===== config.mk =====
export PLATFORM = sky130hd
export DESIGN_NAME = pmic_state_machine
export DESIGN_NICKNAME = d
export VERILOG_FILES = /design/src/pmic_sm_pkg.sv /design/src/event_classifier.sv /design/src/pmic_state_machine.sv
export SDC_FILE = /design/constraint.sdc
export NUM_CORES = 1
export LEC_CHECK = 0
export CORE_ASPECT_RATIO = 0.8
export CORE_MARGIN = 3
export CORE_UTILIZATION = 50
export CTS_CLUSTER_SIZE = 8
export DETAILED_ROUTE_END_ITERATION = 6
export DONT_BUFFER_PORTS = 1
export SLEW_MARGIN = 5
export SYNTH_ARGS = -nofsm -noshare
export SYNTH_HDL_FRONTEND = slang
export SYNTH_SLANG_ARGS = --single-unit
export TNS_END_PERCENT = 100

===== constraint.sdc =====
create_clock -name core_clk -period 7.3 [get_ports core_clk]
set_input_delay 0 -clock core_clk [delete_from_list [all_inputs] [get_ports core_clk]]
set_output_delay 0 -clock core_clk [all_outputs]
set_load 0.03 [all_outputs]

===== src/pmic_sm_pkg.sv =====
// Overview of operation
// - ACTIVE needs supply plus first power-on reset
// - SPI command moves ACTIVE to DISABLED/LOCKED
// - enable or fault expiry enters ACTIVE with reset
// - hard-reset fault moves ACTIVE to FAULT
// - third hard-reset fault goes FAULT to LOCKED
// - fault-count LOCKED entry needs edge-mode or low enable
// - rail events map to fault, reset, interrupt
// - watchdog and io supply events mapping
// - first init expiry resets, stays ACTIVE
// - second init expiry enters FAULT
// - band gap warning only interrupts
// - band gap fault enters FAULT
// - overtemp warnings interrupt, faults enter FAULT
// - internal supply fault switches off, restarts
// - init timeout nominal 600 ms
// - fault time 20/1000 ms, transition fast
// - SPI state request passes FAULT 20 ms
// - FAULT turns regulators off, reset low
// - repeated soft-reset fault escalates, except overflow
package pmic_sm_pkg;

	localparam int unsigned CLK_HZ          = 50_000_000;
	localparam int unsigned INIT_TIME_MS    = 600;
	localparam int unsigned FAULT_TIME_MS   = 20;
	localparam int unsigned FAULT_TSD_MS    = 1000;
	localparam int unsigned TRANS_TIME_US   = 100;
	localparam int unsigned INIT_CYCLES     = CLK_HZ / 1000 * INIT_TIME_MS;
	localparam int unsigned FAULT_CYCLES    = CLK_HZ / 1000 * FAULT_TIME_MS;
	localparam int unsigned FAULT_TSD_CYCLES = CLK_HZ / 1000 * FAULT_TSD_MS;
	localparam int unsigned TRANS_CYCLES    = CLK_HZ / 1000000 * TRANS_TIME_US;
	localparam int unsigned RST_PULSE_CYCLES = 16;
	localparam int unsigned HARD_LOCK_COUNT = 3;
	localparam int unsigned TIMER_W         = 32;

	typedef enum logic [2:0] {
		ST_UNPOWERED = 3'b000,
		ST_ACTIVE    = 3'b001,
		ST_FAULT     = 3'b011,
		ST_LOCKED    = 3'b010,
		ST_DISABLED  = 3'b110
	} pmic_state_e;

	// one bit per supervised condition, level or pulse from monitors
	typedef struct packed {
		logic mainBuckOv;
		logic mainBuckUv;
		logic mainBuckStg;
		logic coreBuckOv;
		logic coreBuckUv;
		logic coreBuckStg;
		logic canBoostOv;
		logic canBoostUv;
		logic canBoostStg;
		logic firstMonitorOv;
		logic firstMonitorUv;
		logic firstMonitorStg;
		logic secondMonitorOv;
		logic secondMonitorUv;
		logic secondMonitorStg;
		logic ioSupplyOv;
		logic ioSupplyUv;
		logic ioSupplyStg;
		logic wdCountInc;
		logic wdOverflow;
		logic bandGapWarn;
		logic bandGapFault;
		logic mainBuckOtWarn;
		logic coreBuckOtWarn;
		logic monitorOtWarn;
		logic mainBuckOtFault;
		logic coreBuckOtFault;
		logic monitorOtFault;
	} pmic_events_s;

	typedef enum logic [1:0] {
		REQ_NONE     = 2'b00,
		REQ_DISABLED = 2'b01,
		REQ_LOCKED   = 2'b10
	} spi_req_e;

endpackage


===== src/event_classifier.sv =====
module event_classifier
	import pmic_sm_pkg::*;
(
	input  wire logic         core_clk,
	input  wire logic         nrst,
	input  wire logic         active,
	input  wire pmic_events_s ev,
	output logic              hardFault,
	output logic              thermalFault,
	output logic              softReset,
	output logic              interruptReq
);

	logic [3:0] seen_q;
	logic [3:0] seen_d;
	logic [3:0] softNow;

	// non-repeatable soft-reset causes (repeat is hard fault): main, core, first monitor, io undervolt
	assign softNow = {ev.mainBuckUv, ev.coreBuckUv,
		ev.firstMonitorUv, ev.ioSupplyUv};

	always_comb begin
		thermalFault = ev.mainBuckOtFault | ev.coreBuckOtFault
			| ev.monitorOtFault;
		hardFault = ev.mainBuckOv | ev.mainBuckStg | ev.coreBuckOv
			| ev.coreBuckStg | ev.canBoostOv | ev.canBoostStg
			| ev.firstMonitorOv | ev.firstMonitorStg;
		hardFault = hardFault | ev.ioSupplyOv | ev.ioSupplyStg;
		hardFault = hardFault | ev.bandGapFault | thermalFault;
		hardFault = hardFault | (|(softNow & seen_q));
		softReset = (|(softNow & ~seen_q)) | ev.wdOverflow;
		interruptReq = ev.canBoostUv | ev.secondMonitorOv
			| ev.secondMonitorUv | ev.secondMonitorStg
			| ev.wdCountInc | ev.bandGapWarn
			| ev.mainBuckOtWarn | ev.coreBuckOtWarn
			| ev.monitorOtWarn;
		seen_d = active ? (seen_q | softNow) : 4'h0;
	end

	always_ff @(posedge core_clk) begin
		if (!nrst) begin
			seen_q <= 4'h0;
		end else begin
			seen_q <= seen_d;
		end
	end

endmodule


===== src/pmic_state_machine.sv =====
module pmic_state_machine
	import pmic_sm_pkg::*;
#(
	parameter int unsigned INIT_CNT  = INIT_CYCLES,
	parameter int unsigned FAULT_CNT = FAULT_CYCLES,
	parameter int unsigned TSD_CNT   = FAULT_TSD_CYCLES
)(
	input  wire logic         core_clk,
	input  wire logic         nrst,
	input  wire logic         supplyGood,
	input  wire logic         porEvent,
	input  wire logic         internalSupplyFault,
	input  wire logic         enableInput,
	input  wire logic         enableEdgeMode,
	input  wire spi_req_e     spiStateReq,
	input  wire logic         spiValid,
	input  wire logic         wdServiced,
	input  wire pmic_events_s events,
	output logic              regulatorsOn,
	output logic              mcuResetOutN,
	output logic              interruptOut,
	output pmic_state_e       stateOut
);

	////////////////////////////////////////////////////////////////////////
	pmic_state_e       state_q;
	pmic_state_e       state_d;
	spi_req_e          pend_q;
	spi_req_e          pend_d;
	logic [TIMER_W-1:0] timer_q;
	logic [TIMER_W-1:0] timer_d;
	logic [TIMER_W-1:0] rstCnt_q;
	logic [TIMER_W-1:0] rstCnt_d;
	logic [TIMER_W-1:0] initCnt_q;
	logic [TIMER_W-1:0] initCnt_d;
	logic               initRun_q;
	logic               initRun_d;
	logic               initErr_q;
	logic               initErr_d;
	logic               spiSeen_q;
	logic               spiSeen_d;
	logic               wdSeen_q;
	logic               wdSeen_d;
	logic [1:0]         hardCnt_q;
	logic [1:0]         hardCnt_d;
	logic               enaPrev_q;
	logic               enaPrev_d;
	logic               regOn_q;
	logic               regOn_d;
	logic               rstN_q;
	logic               rstN_d;
	logic               irq_q;
	logic               irq_d;

	logic hardFault;
	logic thermalFault;
	logic softReset;
	logic interruptReq;
	logic enableEvent;

	event_classifier u_class (
		.core_clk     (core_clk),
		.nrst         (nrst),
		.active       (state_q == ST_ACTIVE),
		.ev           (events),
		.hardFault    (hardFault),
		.thermalFault (thermalFault),
		.softReset    (softReset),
		.interruptReq (interruptReq)
	);

	function automatic logic [TIMER_W-1:0] cnt(input int unsigned n);
		cnt = TIMER_W'(n);
	endfunction

	////////////////////////////////////////////////////////////////////////
	// enable event: rising edge in edge mode, high level otherwise
	assign enableEvent = enableEdgeMode ? (enableInput & ~enaPrev_q)
		: enableInput;

	always_comb begin
		state_d   = state_q;
		pend_d    = pend_q;
		timer_d   = timer_q;
		rstCnt_d  = rstCnt_q;
		initCnt_d = initCnt_q;
		initRun_d = initRun_q;
		initErr_d = initErr_q;
		spiSeen_d = spiSeen_q | spiValid;
		wdSeen_d  = wdSeen_q | wdServiced;
		hardCnt_d = hardCnt_q;
		enaPrev_d = enableInput;
		irq_d     = 1'b0;

		// reset pulse countdown; init timer starts on reset release
		if (rstCnt_q != '0) begin
			rstCnt_d = rstCnt_q - 1'b1;
			if (rstCnt_q == cnt(1) && state_q == ST_ACTIVE) begin
				initRun_d = 1'b1;
				initCnt_d = cnt(INIT_CNT);
				spiSeen_d = spiValid;
				wdSeen_d  = wdServiced;
			end
		end

		if (initRun_q && spiSeen_q && wdSeen_q) begin
			initRun_d = 1'b0;
		end

		case (state_q)
			ST_UNPOWERED: begin
				if (supplyGood && porEvent
						&& !internalSupplyFault) begin
					state_d  = ST_ACTIVE;
					rstCnt_d = cnt(RST_PULSE_CYCLES);
				end
			end
			ST_ACTIVE: begin
				irq_d = interruptReq;
				if (internalSupplyFault) begin
					state_d   = ST_UNPOWERED;
					initRun_d = 1'b0;
				end else if (hardFault) begin
					state_d   = ST_FAULT;
					timer_d   = thermalFault ? cnt(TSD_CNT)
						: cnt(FAULT_CNT);
					initRun_d = 1'b0;
					if (hardCnt_q != 2'(HARD_LOCK_COUNT)) begin
						hardCnt_d = hardCnt_q + 1'b1;
					end
				end else if (initRun_q && !(spiSeen_q && wdSeen_q)
						&& initCnt_q == cnt(1)) begin
					initRun_d = 1'b0;
					if (initErr_q) begin
						state_d   = ST_FAULT;
						timer_d   = cnt(FAULT_CNT);
						initErr_d = 1'b0;
						if (hardCnt_q != 2'(HARD_LOCK_COUNT)) begin
							hardCnt_d = hardCnt_q + 1'b1;
						end
					end else begin
						initErr_d = 1'b1;
						rstCnt_d  = cnt(RST_PULSE_CYCLES);
					end
				end else if (spiValid && spiStateReq != REQ_NONE) begin
					state_d   = ST_FAULT;
					pend_d    = spiStateReq;
					timer_d   = cnt(FAULT_CNT);
					initRun_d = 1'b0;
				end else if (softReset) begin
					rstCnt_d = cnt(RST_PULSE_CYCLES);
				end
				if (initRun_q && initCnt_q != '0) begin
					initCnt_d = initCnt_q - 1'b1;
				end
			end
			ST_FAULT: begin
				if (internalSupplyFault) begin
					state_d = ST_UNPOWERED;
					pend_d  = REQ_NONE;
				end else if (pend_q == REQ_NONE
						&& hardCnt_q == 2'(HARD_LOCK_COUNT)
						&& (enableEdgeMode || !enableInput)) begin
					state_d   = ST_LOCKED;
					hardCnt_d = 2'd0;
				end else if (timer_q > cnt(1)) begin
					timer_d = timer_q - 1'b1;
				end else if (pend_q == REQ_LOCKED) begin
					state_d   = ST_LOCKED;
					pend_d    = REQ_NONE;
					hardCnt_d = 2'd0;
				end else if (pend_q == REQ_DISABLED) begin
					state_d   = ST_DISABLED;
					pend_d    = REQ_NONE;
					hardCnt_d = 2'd0;
				end else if (hardCnt_q != 2'(HARD_LOCK_COUNT)) begin
					state_d  = ST_ACTIVE;
					rstCnt_d = cnt(RST_PULSE_CYCLES);
				end
			end
			ST_LOCKED, ST_DISABLED: begin
				initErr_d = 1'b0;
				if (internalSupplyFault) begin
					state_d = ST_UNPOWERED;
				end else if (enableEvent) begin
					state_d  = ST_ACTIVE;
					rstCnt_d = cnt(RST_PULSE_CYCLES);
				end
			end
			default: begin
				state_d = ST_UNPOWERED;
			end
		endcase

		// outputs follow next state so they settle with the transition
		regOn_d = (state_d == ST_ACTIVE);
		rstN_d  = (state_d == ST_ACTIVE) && (rstCnt_d == '0);
	end

	always_ff @(posedge core_clk) begin
		if (!nrst) begin
			state_q   <= ST_UNPOWERED;
			pend_q    <= REQ_NONE;
			timer_q   <= '0;
			rstCnt_q  <= '0;
			initCnt_q <= '0;
			initRun_q <= 1'b0;
			initErr_q <= 1'b0;
			spiSeen_q <= 1'b0;
			wdSeen_q  <= 1'b0;
			hardCnt_q <= 2'd0;
			enaPrev_q <= 1'b0;
			regOn_q   <= 1'b0;
			rstN_q    <= 1'b0;
			irq_q     <= 1'b0;
		end else begin
			state_q   <= state_d;
			pend_q    <= pend_d;
			timer_q   <= timer_d;
			rstCnt_q  <= rstCnt_d;
			initCnt_q <= initCnt_d;
			initRun_q <= initRun_d;
			initErr_q <= initErr_d;
			spiSeen_q <= spiSeen_d;
			wdSeen_q  <= wdSeen_d;
			hardCnt_q <= hardCnt_d;
			enaPrev_q <= enaPrev_d;
			regOn_q   <= regOn_d;
			rstN_q    <= rstN_d;
			irq_q     <= irq_d;
		end
	end

	assign regulatorsOn = regOn_q;
	assign mcuResetOutN = rstN_q;
	assign interruptOut = irq_q;
	assign stateOut     = state_q;

endmodule


==> impl_metrics.yaml, run 1 <==
status:
  outcome: "finished, final reports clean"
clock_tree:
  cts_buffers: 17
  root_buffer: "clkbuf_16"
  htree_num_levels: 4
  cts_sinks: 115
  cts_buffer_depth: 2
  cts.reportedPaths.clkPinSlew_ns: 0.05
  cts_hold_buf: 20
  postCtsResizedCells: 0
  clock_latency_ns: 0.42
  postCtsSetupBuffers: 0
  cts_tree: "built"
global_routing:
  grt_max_degree: 32
  grt_overflow: 0
  gr-usage-all-layers_pct: 24.6
  antenna_found_initial: 1
  grt_first_pass_wirelength_mm: 28.2
  grt_pass1_vias: 5556
timing:
  drv_slew: 0
  worstMarginPinSlew_ns: 1.03
  fin_worst_skew_ns: 0.00518
  tns_ns: 0
  fmax_mhz: 264
  period_share_pct: 51.9
  relSlewSlack_pct: 30.9
  grt_setup_unrepaired: "no"
  layout_min_cycle_time_ns: 3.79
  hold_viol: 0
  setup_viol: 0
worst_setup_path:
  path_class: "flop to flop"
  r2r_setup_slack_ns: 3.51
  crit_path_end_kind: "flop"
  timing.rr.start: "stateOut[0]"
  cp.arrival_ns: 4.10
  rr_worst_depth: 8
  crit_required_ns: 7.61
  r2r-end: "timer_q[21]"
  crit_path_start_kind: "flop"
  cp_max_fo: 27
drt:
  drtAntennaViolNets: 0
  drt_iter0_drc: 515
  drc_errors: 0
  via_count: 6132
  routed_wl_mm: 17.1
  vias_per_cell: 6.12
  drtPass1Iterations: 5
  wl_per_cell_um: 17.1
floorplanning:
  die_h_um: 106
  dieArea_um2: 14000
  core_um2: 12300
  io_pins: 45
  die_w_um: 131
  initial_core_util_pct: 51.4
  rows: 36
hold_path:
  min_from: "internalSupplyFault"
  hold_depth: 4
  min_path_type: "primary input to flop"
  holdPathEnd: "rstCnt_q[4]"
power:
  pwr-share-clk_pct: 37.1
  p_sw_uw: 855
  swShare_pct: 34.9
  power_frac_seq_pct: 30.5
  vdd_drop_max_uv: 299
  power.static_leakage_uw: 0.00275
  power_density_nw_per_um2: 339
  intPower_uw: 1600
  power_frac_comb_pct: 32.4
place:
  hpwl_mm: 11.7
  gp_congestion: 0.834
  io_buffer_count: 0
synth:
  synthCells: 810
  ys.flop_type: "dfxtp_1"
  synthesis.area_um2: 6290
  ys_top_cells_by_area: "dfxtp_1 37%, nor2_1 8.2%, a21oi_1 4.5%, nand2_1 3.6%, nor3_1 3.3%"
  synth_area_per_cell_um2: 7.77
  synth_top_area_share_pct: 36.6
  ys_types: 68
  ys_ff_latch: 115
  seq_area_frac_synth_pct: 36.6
  yosysTopAreaCell: "dfxtp_1"
  syn-num-nets: 857
  async_reset_ff_share_pct: 0
  synth_edf_count: 0
  yosysWarnings: 0
job:
  drv_cap: 0
finish:
  final_nets: 865
  area_growth_pct: 14.8
  final_common_cell: "nor2_1"
  drive_above_1_share_pct: 5.90
  final_util_pct: 59.0
  antennaDiodeCount: 0
  final_cell_mix: "137 x nor2_1, 115 x dfxtp_1, 60 x nand2_1"
flip-flops by register name, indices dropped and copies added (netlist names):
signal and count:
pend_q 2, spiSeen_q 1, initErr_q 1, enaPrev_q 1, wdSeen_q 1, initRun_q 1, rstCnt_q 32, initCnt_q 32
timer_q 32, mcuResetOutN 1, hardCnt_q 2, u_class.seen_q 4, stateOut 3, regulatorsOn 1, interruptOut 1
metal layers:
metal | share of wire, % | vias up | track usage (%)
li1 | - | 3000 | -
met1 | 49 | 2902 | 34.9
met2 | 43 | 206 | 36.8
met3 | 6.7 | 24 | 6.29
met4 | 1.5 | 0 | 7.27
met5 | 0 | - | 0
kinds of logic (layout without fill, tap and decap cells):
family          Yosys count  in the layout  synth area share, %
compound gates          180            180                 18.6
buf+inv                  53             74                 3.72
flops                   115            115                 36.6
simple gates            407            407                 32.8
xor+xnor                 43             43                 5.98
fa+ha+maj                 8              8                 1.59
mux                       4              4                0.656
cell usage after synthesis (all sizes together), types with 2 or more instances:
library cell  instances
a221oi                2
nand3b                5
o211a                 2
nand3                36
a311oi                9
o41ai                 8
and3                  7
xnor2                20
nor2                137
o311ai                2
inv                  17
o22ai                 4
o211ai                5
nor2b                 3
mux2i                 3
dfxtp               115
or4                  13
a22oi                 4
nor3                 42
clkbuf               23
ha                    8
or3                  19
a211o                 4
nand4b                6
buf                  12
and4                  2
nor4                 33
o21ai                37
a211oi                5
nor4b                 2
a31o                  3
nand2b                9
and2                  7
o31ai                10
a21boi                3
a31oi                10
or2                   2
xor2                 23
a21o                  2
a21oi                56
nand2                60
nand4                16
o21a                  7
nor3b                 5
worst max-delay path: stages (launching register included):
cell,delay [ns]
dfxtp_1,0.63
nor2b_1,0.38
nand2_1,0.61
or3_1,0.63
o22ai_1,0.16
buf_4,0.23
and2_1,0.57
o21ai_0,0.21
a31o_1,0.26
power groups by stage:
stage	Sequential [µW]	Clock (µW)	Combinational (µW)
final	747	911	795
after global routing	758	953	884
after CTS	745	924	784
after detailed placement	757	0	766
after global placement	756	0	765
after floorplan	739	0	650
cell type report:
type / count / area (µm²)
fill: 1129 / 5030
multi-input combinational: 642 / 3760
sequential: 115 / 2300
clock buffer: 22 / 464
timing repair buffer: 24 / 240
tap: 171 / 214
clock inverter: 10 / 179
inverter: 18 / 67.6
metrics by stage:
step	power, µW	cells	hold slack, ns	setup slack (ns)	area, µm²
floorplan	1390	810	0.116	4.72	6290
global placement	1520	950	0.120	3.76	6370
detailed placement	1520	950	0.127	3.60	6370
CTS	2450	1002	0.0275	3.54	7230
global route	2600	1002	0.0493	3.27	7230
finish	2450	1002	0.0465	3.51	7230
how the worst max path moves through the flow:
stage | from | end | slack [ns]
CTS | stateOut[0] | timer_q[21] | 3.54
global route | stateOut[0] | timer_q[21] | 3.27
finish | stateOut[0] | timer_q[21] | 3.51
floorplan | rstCnt_q[5] | mcuResetOutN | 4.72
global placement | stateOut[0] | timer_q[21] | 3.76
detailed placement | stateOut[0] | timer_q[21] | 3.60
Note: power is estimated with default switching activity, not from simulation.
==> inputs of run 2 (changes only) <==
clock period = 3.65 ns   (was 7.3 ns; I/O delays follow)
==> run 2 against run 1 <==
Compared with the run above:
- non-clock buffer count increased by 11
- wire length is 2.0% higher
- via count about the same
- cell count grew 1.1%
- sequential power rose by 99%
- flip-flop and latch count is the same
- critical path depth is 1 lower
- utilization up 0.75 points
- critical path type unchanged
- critical endpoint is now initCnt_q[20]
==> impl_metrics.yaml, run 2 (synthesis gave the netlist of run 1 again) <==
global_routing:
  grt_pass1_vias: 5878
  antenna_found_initial: 0
  grt_overflow: 0
  gr-usage-all-layers_pct: 25.8
  grt_max_degree: 33
  grt_first_pass_wirelength_mm: 29.5
finish:
  final_common_cell: "nor2_1"
  largestRegisters: "initCnt_q: 32 flops, rstCnt_q: 32 flops, timer_q: 32 flops"
  final_nets: 876
  fill_cells: 1116
  final_cell_mix: "137 x nor2_1, 115 x dfxtp_1, 59 x nand2_1"
  drive_above_1_share_pct: 7.36
  area_growth_pct: 16.2
  antennaDiodeCount: 0
  final_cell_area_um2: 7320
timing:
  layout_min_cycle_time_ns: 3.35
  period_share_pct: 91.9
  setup_ws_ns: 0.295
  grt_setup_unrepaired: "no"
  hold_viol: 0
  worstMarginPinSlew_ns: 0.961
  relSlewSlack_pct: 35.7
  fin_worst_skew_ns: 0.00761
  tns_ns: 0
  drv_slew: 0
  setup_viol: 0
  fmax_mhz: 298
drt:
  wl_per_cell_um: 17.2
  drtPass1Iterations: 5
  routed_wl_mm: 17.4
  vias_per_cell: 6.05
  drtAntennaViolNets: 0
  via_count: 6127
  drt_iter0_drc: 449
  drc_errors: 0
worst_setup_path:
  crit_top_cell: "or4_4"
  crit_family: "simple AND/OR/NAND/NOR gates"
  crit_path_end_kind: "flop"
  path_class: "flop to flop"
  crit_path_start_kind: "flop"
  crit_chain: "or4_4, or3_1, or4_4, nand2_2, a21boi_0, o21a_1, dlygate4sd3_1"
  cp_max_fo: 11
  crit_required_ns: 3.95
  slowest_stage: "or4_4"
  max_stage_delay_ns: 0.62
  cp.buffers_inverters: 1
  cp.arrival_ns: 3.66
clock_tree:
  cts_sinks: 115
  clock_latency_ns: 0.42
  cts.reportedPaths.clkPinSlew_ns: 0.05
  root_buffer: "clkbuf_16"
  cts_tree: "built"
  cts_buffer_depth: 2
  htree_num_levels: 4
  cts_buffers: 17
job:
  drv_cap: 0
floorplanning:
  die_h_um: 106
  initial_core_util_pct: 51.4
  io_pins: 45
  die_w_um: 131
  rows: 36
  core_um2: 12300
  dieArea_um2: 14000
place:
  gp_congestion: 0.923
  pre_cts_ws_ns: 0.574
  placed_cell_area_um2: 6450
  io_buffer_count: 0
  hpwl_mm: 11.8
status:
  outcome: "finished, final reports clean"
power:
  power_frac_comb_pct: 33.2
  intPower_uw: 3220
  p_sw_uw: 1740
  pwr-share-clk_pct: 36.6
  power_density_nw_per_um2: 678
  vdd_drop_max_uv: 436
  power_frac_seq_pct: 30.1
  swShare_pct: 35.1
  power.static_leakage_uw: 0.00281
hold_path:
  min_path_type: "primary input to flop"
-- run 2: worst paths after layout --
check,from,endpoint,slack (ns),depth (start not counted)
max,rstCnt_q[6],initCnt_q[20],0.30,7
min,internalSupplyFault,stateOut[0],0.05,3
min reg2reg,timer_q[9],timer_q[9],0.45,2
max reg2reg,rstCnt_q[6],initCnt_q[20],0.30,7
-- run 2: area by class of cell --
type                       count  area [µm²]  area share (%)
clock buffer                  23         498            6.81
tap                          171         214            2.92
inverter                      18        67.6           0.923
clock inverter                 9         149            2.03
timing repair buffer          35         325            4.45
multi-input combinational    642        3760            51.4
sequential                   115        2300            31.5
-- run 2: routing by layer --
| layer | vias up | part of all wire (%) | global-route usage, % |
|---|---|---|---|
| li1 | 3010 | - | - |
| met1 | 2877 | 48 | 35.9 |
| met2 | 212 | 44 | 38.7 |
| met3 | 28 | 6.1 | 7.19 |
| met4 | 0 | 1.7 | 8.70 |
| met5 | - | 0 | 0 |
-- run 2: stage by stage --
stage                     cells  power, µW  utilization (%)  hold slack, ns
after floorplan             810       2780                -           0.116
after global placement      960       3080             52.6           0.119
after detailed placement    960       3090             52.6           0.126
after CTS                  1013       4960             59.7          0.0406
after global routing       1013       5260             59.7          0.0837
final                      1013       4960             59.7          0.0545
-- run 2: worst reg2reg max path, delay by kind of cell, from the launching register on --
| kind | cells | cell delay (ns) |
|---|---|---|
| flops | 1 | 0.36 |
| buf+inv | 1 | 0.55 |
| compound gates | 2 | 0.34 |
| simple gates | 4 | 1.99 |
-- run 2: timing repair --
item                                    4_1_cts  5_1_grt
gates resized for setup                       0        1
hold buffers                                 21        0
setup buffers                                 0        0
hold endpoints to repair                     53        0
endpoints found under the setup margin        0        1
-- run 2: power by group through the flow --
stage               Clock, µW  Combinational [µW]  Sequential, µW
global route             1910                1840            1510
finish                   1820                1650            1490
global placement            0                1570            1510
floorplan                   0                1300            1480
detailed placement          0                1580            1510
CTS                      1850                1630            1490
